## config.mk

```make
export PLATFORM = sky130hd
export DESIGN_NAME = rm_mult16
export DESIGN_NICKNAME = d
export VERILOG_FILES = /design/src/rtl/rm_pkg.sv /design/src/rtl/rm_array.sv /design/src/rtl/rm_prod_reg.sv /design/src/rtl/rm_mult16.sv
export SDC_FILE = /design/constraint.sdc
export NUM_CORES = 1
export LEC_CHECK = 0
export ABC_AREA = 0
export BUFFER_PORTS_ARGS = -buffer_cell sky130_fd_sc_hd__buf_2
export CORE_MARGIN = 10
export CORE_UTILIZATION = 35
export CTS_BUF_LIST = sky130_fd_sc_hd__clkbuf_16
export DETAILED_ROUTE_END_ITERATION = 6
export SETUP_SLACK_MARGIN = 0.15
export SLEW_MARGIN = 20
export SYNTH_ARGS = -nofsm -noshare
export SYNTH_HDL_FRONTEND = slang
export SYNTH_SLANG_ARGS = --single-unit
```

## constraint.sdc

```tcl
create_clock -name pclk -period 15.91 [get_ports pclk]
set_input_delay 0 -clock pclk [delete_from_list [all_inputs] [get_ports pclk]]
set_output_delay 0 -clock pclk [all_outputs]
set_load 0.05 [all_outputs]
```

## src/rtl/rm_pkg.sv

```systemverilog
// Constants shared by the registered 16 x 16 multiplier block.
// Assumes an APB slave with 8-bit byte addresses and 32-bit data.
//
// Contract
// - The block takes two separate 16-bit operand ports and drives results on one 16-bit product port.
// - Each operand is read as signed two's complement or unsigned, giving signed, unsigned or mixed products.
// - The full product is 32 bits wide, split into an upper and a lower 16-bit half held in separate registers.
// - The half-select control low puts the upper half on the product port, high puts the lower half.
// - The lower half can be fed back through the Y operand port, put on the product port, or both.
// - Rounding adds one at the top bit of the lower half so the upper half is a rounded result; under format adjust the code adds it at the upper LSB.
// - Format adjust on a signed product shifts the upper half and the lower top bit left and repeats the sign there.
// - Bypass passes the half picked by the half-select around the product registers, through one pin flop, to the output drivers.
// - With the pipeline stage on, an internal register splits the array to cut the result interval from 65 ns to 35 ns.
// - In independent-clock mode each of the four registers loads on its own load line.
// - In single-clock mode three enables load the X register, the Y register and the product pair as one unit.
// - Operand and product registers capture only on a rising edge.
package rm_pkg;
   localparam int OP_W = 16;
   localparam int PROD_W = 32;
   localparam int AW = 8;
   // Register byte offsets
   localparam logic [7:0] OFF_CTRL = 8'h00;
   localparam logic [7:0] OFF_OPX = 8'h04;
   localparam logic [7:0] OFF_OPY = 8'h08;
   localparam logic [7:0] OFF_PROD = 8'h0C;
   localparam logic [7:0] OFF_LOAD = 8'h10;
   localparam logic [7:0] OFF_STATUS = 8'h14;
   // Control register fields
   localparam int CB_XSIGNED = 0;
   localparam int CB_YSIGNED = 1;
   localparam int CB_ROUND = 2;
   localparam int CB_FMTADJ = 3;
   localparam int CB_BYPASS = 4;
   localparam int CB_PIPE = 5;
   localparam int CB_LOWSEL = 6;
   localparam int CB_FEEDBACK = 7;
   localparam int CB_INDEP = 8;
   localparam int CB_DRIVE = 9;
   localparam int CTRL_W = 10;
   localparam logic [CTRL_W-1:0] CTRL_RST = 10'h000;
   // Load strobe fields, shared by the load register and the load lines
   localparam int LB_X = 0;
   localparam int LB_Y = 1;
   localparam int LB_MSP = 2;
   localparam int LB_LSP = 3;
   localparam int LD_W = 4;
   // Rounding weight: one at the top bit of the lower half
   localparam logic [PROD_W-1:0] ROUND_ADD = 32'h0000_8000;
   // This build carries the optional internal pipeline stage
   localparam logic HAS_PIPE = 1'b1;
   // Timing, in ns, and the cycle counts at the 20 MHz bus clock
   localparam int CLK_NS = 50;
   localparam int MULT_NS = 65;
   localparam int PIPE_NS = 35;
   localparam int MULT_CYC = (MULT_NS + CLK_NS - 1) / CLK_NS;
   localparam int PIPE_CYC = (PIPE_NS + CLK_NS - 1) / CLK_NS;
   localparam int BUSY_W = 2;
endpackage

```

## src/rtl/rm_array.sv

```systemverilog
// Multiplier array with format, rounding, format adjust and optional stage.
// Operands come from registers on the same clock; output is combinational.
`timescale 1ns/10ps
`default_nettype none
module rm_array
   import rm_pkg::*;
(
   input wire logic pclk,
   input wire logic presetn,
   input wire logic [OP_W-1:0] x,
   input wire logic [OP_W-1:0] y,
   input wire logic x_signed,
   input wire logic y_signed,
   input wire logic round_control,
   input wire logic format_adjust,
   input wire logic pipe_on,
   output logic [PROD_W-1:0] prod
);
   logic signed [OP_W:0] xe;
   logic signed [OP_W:0] ye;
   logic signed [2*OP_W+1:0] full;
   logic [PROD_W-1:0] raw;
   logic [PROD_W-1:0] pipe_q;
   logic [PROD_W-1:0] base;
   logic [PROD_W-1:0] rnd;

   // Sign or zero extension per operand, then one signed multiply
   assign xe = {x_signed & x[OP_W-1], x};
   assign ye = {y_signed & y[OP_W-1], y};
   assign full = xe * ye;
   assign raw = full[PROD_W-1:0];

   // Mid-array stage; captures every cycle so throughput is one per clock
   always_ff @(posedge pclk or negedge presetn)
   begin
      if (!presetn)
         pipe_q <= '0;
      else
         pipe_q <= raw;
   end

   assign base = (pipe_on && HAS_PIPE) ? pipe_q : raw;
   assign rnd = round_control ? base + ROUND_ADD : base;

   // Format adjust only makes sense when the product carries a sign
   always_comb
   begin
      if (format_adjust && (x_signed || y_signed))
         prod = {rnd[PROD_W-2:OP_W-1], rnd[PROD_W-1], rnd[OP_W-2:0]};
      else
         prod = rnd;
   end

   chk_unsigned_mult: assert property (@(posedge pclk) disable iff (!presetn)
      (!x_signed && !y_signed && !round_control && !pipe_on)
      |-> prod == {16'h0000, x} * {16'h0000, y})
      else $error("unsigned product wrong");
   chk_pipe_delay: assert property (@(posedge pclk) disable iff (!presetn)
      (pipe_on && !round_control && !format_adjust && $stable(x) && $stable(y))
      |-> prod == $past(raw))
      else $error("pipeline stage did not delay product by one cycle");
   chk_round_add: assert property (@(posedge pclk) disable iff (!presetn)
      (round_control && !format_adjust && !pipe_on)
      |-> prod == raw + ROUND_ADD)
      else $error("rounding did not add at lower half top bit");
   chk_fmt_shift: assert property (@(posedge pclk) disable iff (!presetn)
      (format_adjust && x_signed && !round_control && !pipe_on)
      |-> (prod[31:16] == raw[30:15]) && (prod[15] == raw[31]))
      else $error("format adjust shift wrong");
endmodule
`default_nettype wire

```

## src/rtl/rm_prod_reg.sv

```systemverilog
// Upper and lower product half registers with separate load enables.
// Enables are one-cycle pulses or levels built on the same clock.
`timescale 1ns/10ps
`default_nettype none
module rm_prod_reg
   import rm_pkg::*;
(
   input wire logic pclk,
   input wire logic presetn,
   input wire logic [PROD_W-1:0] d,
   input wire logic msp_en,
   input wire logic lsp_en,
   output logic [OP_W-1:0] upper_product_half_q,
   output logic [OP_W-1:0] lower_product_half_q
);
   // Upper half
   always_ff @(posedge pclk or negedge presetn)
   begin
      if (!presetn)
         upper_product_half_q <= '0;
      else if (msp_en)
         upper_product_half_q <= d[PROD_W-1:OP_W];
   end

   // Lower half
   always_ff @(posedge pclk or negedge presetn)
   begin
      if (!presetn)
         lower_product_half_q <= '0;
      else if (lsp_en)
         lower_product_half_q <= d[OP_W-1:0];
   end

   chk_halves_hold: assert property (@(posedge pclk) disable iff (!presetn)
      (!msp_en && !lsp_en) |=> $stable(upper_product_half_q) && $stable(lower_product_half_q))
      else $error("product half changed without load");
endmodule
`default_nettype wire

```

## src/rtl/rm_mult16.sv

```systemverilog
// Top of the registered multiplier: APB registers, pin synchronisers,
// operand and product registers, output steering and three-state pins.
// Assumes all pins arrive from outside pclk and an APB master on pclk.
//
// The APB interface to the registers and the address map were left to the implementer.
`timescale 1ns/10ps
`default_nettype none
module rm_mult16
   import rm_pkg::*;
(
   input wire logic pclk,
   input wire logic presetn,
   input wire logic psel,
   input wire logic penable,
   input wire logic pwrite,
   input wire logic [AW-1:0] paddr,
   input wire logic [31:0] pwdata,
   output logic [31:0] prdata,
   output logic pready,
   output logic pslverr,
   input wire logic [OP_W-1:0] x_pin,
   input wire logic [OP_W-1:0] y_pin_in,
   output logic [OP_W-1:0] y_pin_out,
   output logic y_pin_oe_n,
   input wire logic [LD_W-1:0] load_pin,
   output logic [OP_W-1:0] prod_pin_out,
   output logic prod_pin_oe_n
);
   localparam int SYNC_W = LD_W + 2 * OP_W;

   logic [CTRL_W-1:0] ctrl_q;
   logic [LD_W-1:0] sw_load_q;
   logic [SYNC_W-1:0] sync1_q;
   logic [SYNC_W-1:0] sync2_q;
   logic [LD_W-1:0] line_prev_q;
   logic [LD_W-1:0] line_lvl;
   logic [LD_W-1:0] line_go;
   logic [LD_W-1:0] ld;
   logic [OP_W-1:0] x_s;
   logic [OP_W-1:0] y_s;
   logic [OP_W-1:0] x_q;
   logic [OP_W-1:0] y_q;
   logic [OP_W-1:0] y_d;
   logic [PROD_W-1:0] prod_comb;
   logic [OP_W-1:0] upper_q;
   logic [OP_W-1:0] lower_q;
   logic msp_en;
   logic lsp_en;
   logic [BUSY_W-1:0] busy_q;
   logic [31:0] rd_d;
   logic hit;
   logic setup;
   logic access;
   logic indep;

   assign indep = ctrl_q[CB_INDEP];

   // Two-flop synchroniser for load lines and both operand buses
   always_ff @(posedge pclk or negedge presetn)
   begin
      if (!presetn)
      begin
         sync1_q <= '0;
         sync2_q <= '0;
      end
      else
      begin
         sync1_q <= {load_pin, y_pin_in, x_pin};
         sync2_q <= sync1_q;
      end
   end

   assign x_s = sync2_q[OP_W-1:0];
   assign y_s = sync2_q[2*OP_W-1:OP_W];
   assign line_lvl = sync2_q[SYNC_W-1:2*OP_W];

   // Previous line level for rising-edge detection; reads stage two only
   always_ff @(posedge pclk or negedge presetn)
   begin
      if (!presetn)
         line_prev_q <= '0;
      else
         line_prev_q <= line_lvl;
   end

   // Each line acts as a clock in independent mode, as an enable otherwise
   genvar gi;
   generate
      for (gi = 0; gi < LD_W; gi++)
      begin : g_line
         assign line_go[gi] = indep ? (line_lvl[gi] & ~line_prev_q[gi])
                                    : line_lvl[gi];
         assign ld[gi] = line_go[gi] | sw_load_q[gi];
      end
   endgenerate

   // Product pair moves as one unit unless each half has its own line
   assign msp_en = ld[LB_MSP];
   assign lsp_en = indep ? ld[LB_LSP] : ld[LB_MSP];

   // Feedback takes the lower half in place of the Y bus
   assign y_d = ctrl_q[CB_FEEDBACK] ? lower_q : y_s;

   // Operand X register
   always_ff @(posedge pclk or negedge presetn)
   begin
      if (!presetn)
         x_q <= '0;
      else if (ld[LB_X])
         x_q <= x_s;
   end

   // Operand Y register
   always_ff @(posedge pclk or negedge presetn)
   begin
      if (!presetn)
         y_q <= '0;
      else if (ld[LB_Y])
         y_q <= y_d;
   end

   rm_array u_array (
      .pclk(pclk),
      .presetn(presetn),
      .x(x_q),
      .y(y_q),
      .x_signed(ctrl_q[CB_XSIGNED]),
      .y_signed(ctrl_q[CB_YSIGNED]),
      .round_control(ctrl_q[CB_ROUND]),
      .format_adjust(ctrl_q[CB_FMTADJ]),
      .pipe_on(ctrl_q[CB_PIPE]),
      .prod(prod_comb)
   );

   rm_prod_reg u_prod (
      .pclk(pclk),
      .presetn(presetn),
      .d(prod_comb),
      .msp_en(msp_en),
      .lsp_en(lsp_en),
      .upper_product_half_q(upper_q),
      .lower_product_half_q(lower_q)
   );

   // Result settle counter after an operand load; whole cycles, rounded up
   always_ff @(posedge pclk or negedge presetn)
   begin
      if (!presetn)
         busy_q <= '0;
      else if (ld[LB_X] || ld[LB_Y])
         busy_q <= ctrl_q[CB_PIPE] ? BUSY_W'(PIPE_CYC) : BUSY_W'(MULT_CYC);
      else if (busy_q != '0)
         busy_q <= busy_q - 1'b1;
   end

   // Product port; bypass takes the array output, the output still
   // passes one pin flop so the port never glitches mid-cycle
   always_ff @(posedge pclk or negedge presetn)
   begin
      if (!presetn)
         prod_pin_out <= '0;
      else if (ctrl_q[CB_BYPASS])
         prod_pin_out <= ctrl_q[CB_LOWSEL] ? prod_comb[OP_W-1:0]
                                           : prod_comb[PROD_W-1:OP_W];
      else
         prod_pin_out <= ctrl_q[CB_LOWSEL] ? lower_q : upper_q;
   end

   // Output enables are low while driving; release avoids bus contention
   always_ff @(posedge pclk or negedge presetn)
   begin
      if (!presetn)
      begin
         prod_pin_oe_n <= 1'b1;
         y_pin_oe_n <= 1'b1;
         y_pin_out <= '0;
      end
      else
      begin
         prod_pin_oe_n <= ~ctrl_q[CB_DRIVE];
         y_pin_oe_n <= ~ctrl_q[CB_FEEDBACK];
         y_pin_out <= lower_q;
      end
   end

   // APB phases: answer in the first access cycle, no wait states
   assign setup = psel & ~penable;
   assign access = psel & penable & pready;

   // Address decode and read data
   always_comb
   begin
      hit = 1'b1;
      rd_d = '0;
      case (paddr)
         OFF_CTRL: rd_d[CTRL_W-1:0] = ctrl_q;
         OFF_OPX: rd_d[OP_W-1:0] = x_q;
         OFF_OPY: rd_d[OP_W-1:0] = y_q;
         OFF_PROD: rd_d = {upper_q, lower_q};
         OFF_LOAD: rd_d = '0;
         OFF_STATUS: rd_d[BUSY_W-1:0] = busy_q;
         default: hit = 1'b0;
      endcase
   end

   // Answer registered in setup so bus outputs come from flops
   always_ff @(posedge pclk or negedge presetn)
   begin
      if (!presetn)
      begin
         pready <= 1'b0;
         prdata <= '0;
         pslverr <= 1'b0;
      end
      else
      begin
         pready <= setup;
         prdata <= (setup && !pwrite) ? rd_d : '0;
         pslverr <= setup & ~hit;
      end
   end

   // Control register write
   always_ff @(posedge pclk or negedge presetn)
   begin
      if (!presetn)
         ctrl_q <= CTRL_RST;
      else if (access && pwrite && paddr == OFF_CTRL)
         ctrl_q <= pwdata[CTRL_W-1:0];
   end

   // Software load strobes last exactly one cycle
   always_ff @(posedge pclk or negedge presetn)
   begin
      if (!presetn)
         sw_load_q <= '0;
      else if (access && pwrite && paddr == OFF_LOAD)
         sw_load_q <= pwdata[LD_W-1:0];
      else
         sw_load_q <= '0;
   end

   chk_out_upper: assert property (@(posedge pclk) disable iff (!presetn)
      (!ctrl_q[CB_BYPASS] && !ctrl_q[CB_LOWSEL]) |=> prod_pin_out == $past(upper_q))
      else $error("upper half not steered to product port");
   chk_out_lower: assert property (@(posedge pclk) disable iff (!presetn)
      (!ctrl_q[CB_BYPASS] && ctrl_q[CB_LOWSEL]) |=> prod_pin_out == $past(lower_q))
      else $error("lower half not steered to product port");
   chk_bypass_flow: assert property (@(posedge pclk) disable iff (!presetn)
      (ctrl_q[CB_BYPASS] && !ctrl_q[CB_LOWSEL])
      |=> prod_pin_out == $past(prod_comb[31:16]))
      else $error("bypass did not pass array output");
   chk_pair_load: assert property (@(posedge pclk) disable iff (!presetn)
      (!indep && line_lvl[LB_MSP])
      |=> (upper_q == $past(prod_comb[31:16])) && (lower_q == $past(prod_comb[15:0])))
      else $error("product pair did not load as one unit");
   chk_x_edge_load: assert property (@(posedge pclk) disable iff (!presetn)
      (indep && line_lvl[LB_X] && !line_prev_q[LB_X]) |=> x_q == $past(x_s))
      else $error("X register missed its load edge");
   chk_x_level_hold: assert property (@(posedge pclk) disable iff (!presetn)
      (indep && line_lvl[LB_X] && line_prev_q[LB_X] && !sw_load_q[LB_X]) |=> $stable(x_q))
      else $error("X register loaded on a high level");
   chk_lsp_indep_hold: assert property (@(posedge pclk) disable iff (!presetn)
      (indep && !ld[LB_LSP]) |=> $stable(lower_q))
      else $error("lower half changed without its load");
   chk_fb_drive: assert property (@(posedge pclk) disable iff (!presetn)
      ctrl_q[CB_FEEDBACK] |=> !y_pin_oe_n && (y_pin_out == $past(lower_q)))
      else $error("lower half not driven on Y port");
   chk_apb_answer: assert property (@(posedge pclk) disable iff (!presetn)
      (setup) |=> pready ##1 !pready)
      else $error("APB answer not one cycle after setup");

   cov_indep_mult: cover property (@(posedge pclk) disable iff (!presetn)
      indep && ld[LB_X] ##[1:8] ld[LB_Y] ##[1:8] msp_en);
   cov_pair_pipe: cover property (@(posedge pclk) disable iff (!presetn)
      !indep && ctrl_q[CB_PIPE] && msp_en);
   cov_feedback: cover property (@(posedge pclk) disable iff (!presetn)
      ctrl_q[CB_FEEDBACK] && ld[LB_Y]);
   cov_bypass_round: cover property (@(posedge pclk) disable iff (!presetn)
      ctrl_q[CB_BYPASS] && ctrl_q[CB_ROUND]);
   cov_sw_load: cover property (@(posedge pclk) disable iff (!presetn)
      !indep && sw_load_q[LB_MSP]);

   // Pin drivers, lower bypass, settle count and one-cycle software loads
   chk_prod_drive: assert property (@(posedge pclk) disable iff (!presetn)
      ctrl_q[CB_DRIVE] |=> !prod_pin_oe_n)
      else $error("product port not driven when enabled");
   chk_bypass_low: assert property (@(posedge pclk) disable iff (!presetn)
      (ctrl_q[CB_BYPASS] && ctrl_q[CB_LOWSEL])
      |=> prod_pin_out == $past(prod_comb[OP_W-1:0]))
      else $error("bypass did not pass lower array half");
   chk_settle_load: assert property (@(posedge pclk) disable iff (!presetn)
      (ld[LB_X] || ld[LB_Y])
      |=> busy_q == ($past(ctrl_q[CB_PIPE]) ? BUSY_W'(PIPE_CYC) : BUSY_W'(MULT_CYC)))
      else $error("settle count not started by operand load");
   chk_pair_enables: assert property (@(posedge pclk) disable iff (!presetn)
      !indep |-> lsp_en == msp_en)
      else $error("product halves not loaded as one unit");
   chk_y_fb_load: assert property (@(posedge pclk) disable iff (!presetn)
      (ld[LB_Y] && ctrl_q[CB_FEEDBACK]) |=> y_q == $past(lower_q))
      else $error("Y register missed the fed back lower half");
   chk_sw_load_pulse: assert property (@(posedge pclk) disable iff (!presetn)
      (sw_load_q != '0) |=> sw_load_q == '0)
      else $error("software load strobe longer than one cycle");
   chk_slverr_pair: assert property (@(posedge pclk) disable iff (!presetn)
      pslverr |-> pready)
      else $error("error flag without ready");
endmodule
`default_nettype wire

```

==> reports/metrics.cfg <==
[status]
outcome = finished, final reports clean

[route]
post_drt_wl_per_cell_um = 19.1
remaining_drc_errors = 0
drt_pass1_iterations = 5
antenna_violating_nets_post_route = 0
drt-initial-drc-count = 989
via_count = 14700
viasPerCell = 5.02
finalWirelength_um = 56100

[setup_path]
crit_path_max_fanout = 21
timing.critical_path.to_type = flop
critical_path.startpoint = y_q[15]
start_kind = flop
crit_arrival_ns = 9.37
r2r_start = y_q[15]
timing.critical_path.required_ns = 16.38
worst_path_class_setup = reg -> reg

[final_layout]
final_nets = 2588
drive_above_1_share_pct = 14.0
fillerInstances = 5675
areaGrowthSynthToFinish_pct = 13.4
n_antenna_cell = 0

[synth]
fraction_of_synthesis_flops_using_an_asynchronous_set_or_reset_pin_pct = 100
yosysTopAreaCellShare_pct = 30.3
yosys-top-cells-count = sky130_fd_sc_hd__inv_1 (354), sky130_fd_sc_hd__fa_1 (282), sky130_fd_sc_hd__dfrtp_1 (254), sky130_fd_sc_hd__nand2_1 (235), sky130_fd_sc_hd__and2_1 (144)
synth_enable_flop_cells = 0
synthesis.area_per_instance_sq_um = 10.4
post-synth-top-count-cell = sky130_fd_sc_hd__inv_1
ys.warnings.count = 0
yosysUniqueCellTypes = 76
synth-seq-cells = 256
postSynthNetCount = 2463
synth_ff_type = sky130_fd_sc_hd__dfrtp_1
post_synthesis_sequential_area_ratio_pct = 30.6
mappedNetlistArea_sq_um = 21000
postSynthCellCount = 2016
ys_top_cells_by_area = sky130_fd_sc_hd__dfrtp_1 (30%), sky130_fd_sc_hd__fa_1 (27%), sky130_fd_sc_hd__inv_1 (6.3%)
post-synth-top-area-cell = sky130_fd_sc_hd__dfrtp_1

[timing]
report.final.hold_viol_count = 0
clock.fmax_mhz = 112
setup_viol_count_final = 0
final.min_clock_period_ns = 8.91
maxSlewHeadroom_pct = 31.4
final_min_period_over_clock_period_pct = 56.0
worst_slew_pin_slew_ns = 1.03
finClkSkew_ns = 0.0429
finalMaxSlewViolations = 0
rsz0062_at_grt = false
post_route_setup_tns_ns = 0

[global_routing]
global_route.overflow_total = 0
grt_pass1_wl_um = 90800
largest_net_degree_at_the_start_of_global_routing = 126
grt_antenna_before_repair = 3
grtUsageTotal_pct = 16.3
grt_pass1_vias = 16100

[floorplan]
dieWidth_um = 265
start_util_pct = 35.4
core_box_area_sq_um = 59100
fp.dieH_um = 265
std_cell_rows = 89
die-area_sq_um = 70100
ioPinCount = 149

[clock_network]
tritoncts = built
path_clk_slew_ns = 0.06
clockRootBuffer = sky130_fd_sc_hd__clkbuf_16
post_cts_resized = 0
cts_max_path_buffers = 3
numClockSinks = 256
h-tree-depth = 1
worstSkewPairLatency_ns = 0.59
numCtsBuffers = 29

[job]
drv_cap = 0

[min_path]
hp_start = y_pin_in[10]
hold_path_class = in -> reg

[placement]
gp_congestion = 0.878
hpwlAfterDp_um = 42000
io_buffer_count = 126

## sequential cells by signal, summed over array words and instances (netlist names)
signal                       flops
pready                           1
u_prod.upper_product_half_q     16
y_pin_out                       16
line_prev_q                      4
pslverr                          1
busy_q                           2
prod_pin_oe_n                    1
sync2_q                         36
u_array.pipe_q                  32
ctrl_q                          10
y_pin_oe_n                       1
u_prod.lower_product_half_q     16
y_q                             16
sw_load_q                        4
prdata                          32
x_q                             16
sync1_q                         36
prod_pin_out                    16
## worst max-delay path: stages, from the launching register on
cell                       delay, ns
sky130_fd_sc_hd__dfrtp_1        0.89
sky130_fd_sc_hd__nand2_1        0.67
sky130_fd_sc_hd__or2_2          0.50
sky130_fd_sc_hd__fa_1           0.46
sky130_fd_sc_hd__fa_1           0.49
sky130_fd_sc_hd__inv_1          0.05
sky130_fd_sc_hd__fa_1           0.49
sky130_fd_sc_hd__fa_1           0.46
sky130_fd_sc_hd__fa_1           0.50
sky130_fd_sc_hd__inv_1          0.05
sky130_fd_sc_hd__fa_1           0.48
sky130_fd_sc_hd__inv_1          0.05
sky130_fd_sc_hd__ha_1           0.50
sky130_fd_sc_hd__nand4_4        0.19
sky130_fd_sc_hd__o22ai_2        0.32
sky130_fd_sc_hd__nor4b_1        0.09
sky130_fd_sc_hd__o21a_1         0.13
sky130_fd_sc_hd__a311oi_1       0.72
sky130_fd_sc_hd__nor4b_4        0.56
sky130_fd_sc_hd__nand3_2        0.21
sky130_fd_sc_hd__nor2_1         0.18
sky130_fd_sc_hd__xnor2_1        0.18
sky130_fd_sc_hd__mux2i_1        0.17
sky130_fd_sc_hd__mux4_2         0.48
## kinds of logic (layout without fill, tap and decap cells)
kind of cell               Yosys count  after routing  synth area share [%]
and+or+nand+nor                    572            572                  13.6
buffers and inverters              462            605                  8.31
adders and majority gates          366            366                  32.0
DFF                                256            256                  30.6
AOI/OAI and AO/OA                  203            203                  6.72
muxes                              105            105                  6.60
xor gates and xnor gates            52             52                  2.17
## cell type report
class	instances	area [sq um]	area share (%)
multi-input cells	1298	12800	54.0
flip-flops and latches	256	6410	27.0
repair buffers	202	1370	5.75
inverters	354	1330	5.59
well taps	773	967	4.07
clock buffers	29	726	3.05
clock inverters	20	141	0.595
## per-layer routing
layer / vias to the layer above / global-route usage (%) / wire length (um)
met5: - / 0 / 12
met3: 117 / 2.44 / 3280
met2: 430 / 27.8 / 27500
li1: 6545 / - / -
met4: 2 / 5.14 / 1840
met1: 7634 / 21.1 / 23500
## stage by stage
stage	area, sq um	worst slack [ns]	cells	hold WS (ns)	util (%)
6_report	23800	7.00	2932	0.0479	40.2
2_1_floorplan	21000	8.52	2016	-0.296	-
4_1_cts	23700	7.01	2931	0.0254	40.2
3_5_place_dp	22300	7.00	2823	0.109	37.7
5_1_grt	23800	6.54	2932	0.0454	40.2
3_3_place_gp	22300	7.17	2823	0.110	37.7
## worst paths after layout
check	to	slack (ns)	depth (start not counted)
worst max register to register	prod_pin_out[10]	7.00	23
worst max-delay path	prod_pin_out[10]	7.00	23
worst min register to register	sync2_q[30]	0.34	0
min in group asynchronous	sw_load_q[3]	0.11	2
worst min-delay path	sync1_q[26]	0.05	2
max in group asynchronous	y_pin_out[3]	13.39	4
## placed cells by master, fill, tap and decap left out, drive strengths merged, types with 21 or more instances in the layout
| cell type | instances |
|---|---|
| a21oi | 50 |
| and2 | 144 |
| buf | 143 |
| clkbuf | 29 |
| dfrtp | 254 |
| dlygate4sd3 | 59 |
| fa | 282 |
| ha | 84 |
| inv | 362 |
| mux2 | 55 |
| mux2i | 29 |
| mux4 | 21 |
| nand2 | 236 |
| nand3 | 22 |
| nor2 | 72 |
| o21ai | 58 |
| xnor2 | 34 |
## what timing repair did
| item | in CTS | in global routing |
|---|---|---|
| hold endpoints to repair | 176 | 0 |
| setup buffers | 0 | 0 |
| hold buffers | 59 | 0 |
Power is left out: the tool's default activity adds up to more than one toggle a clock period on the data nets, which glitch-free logic cannot reach.
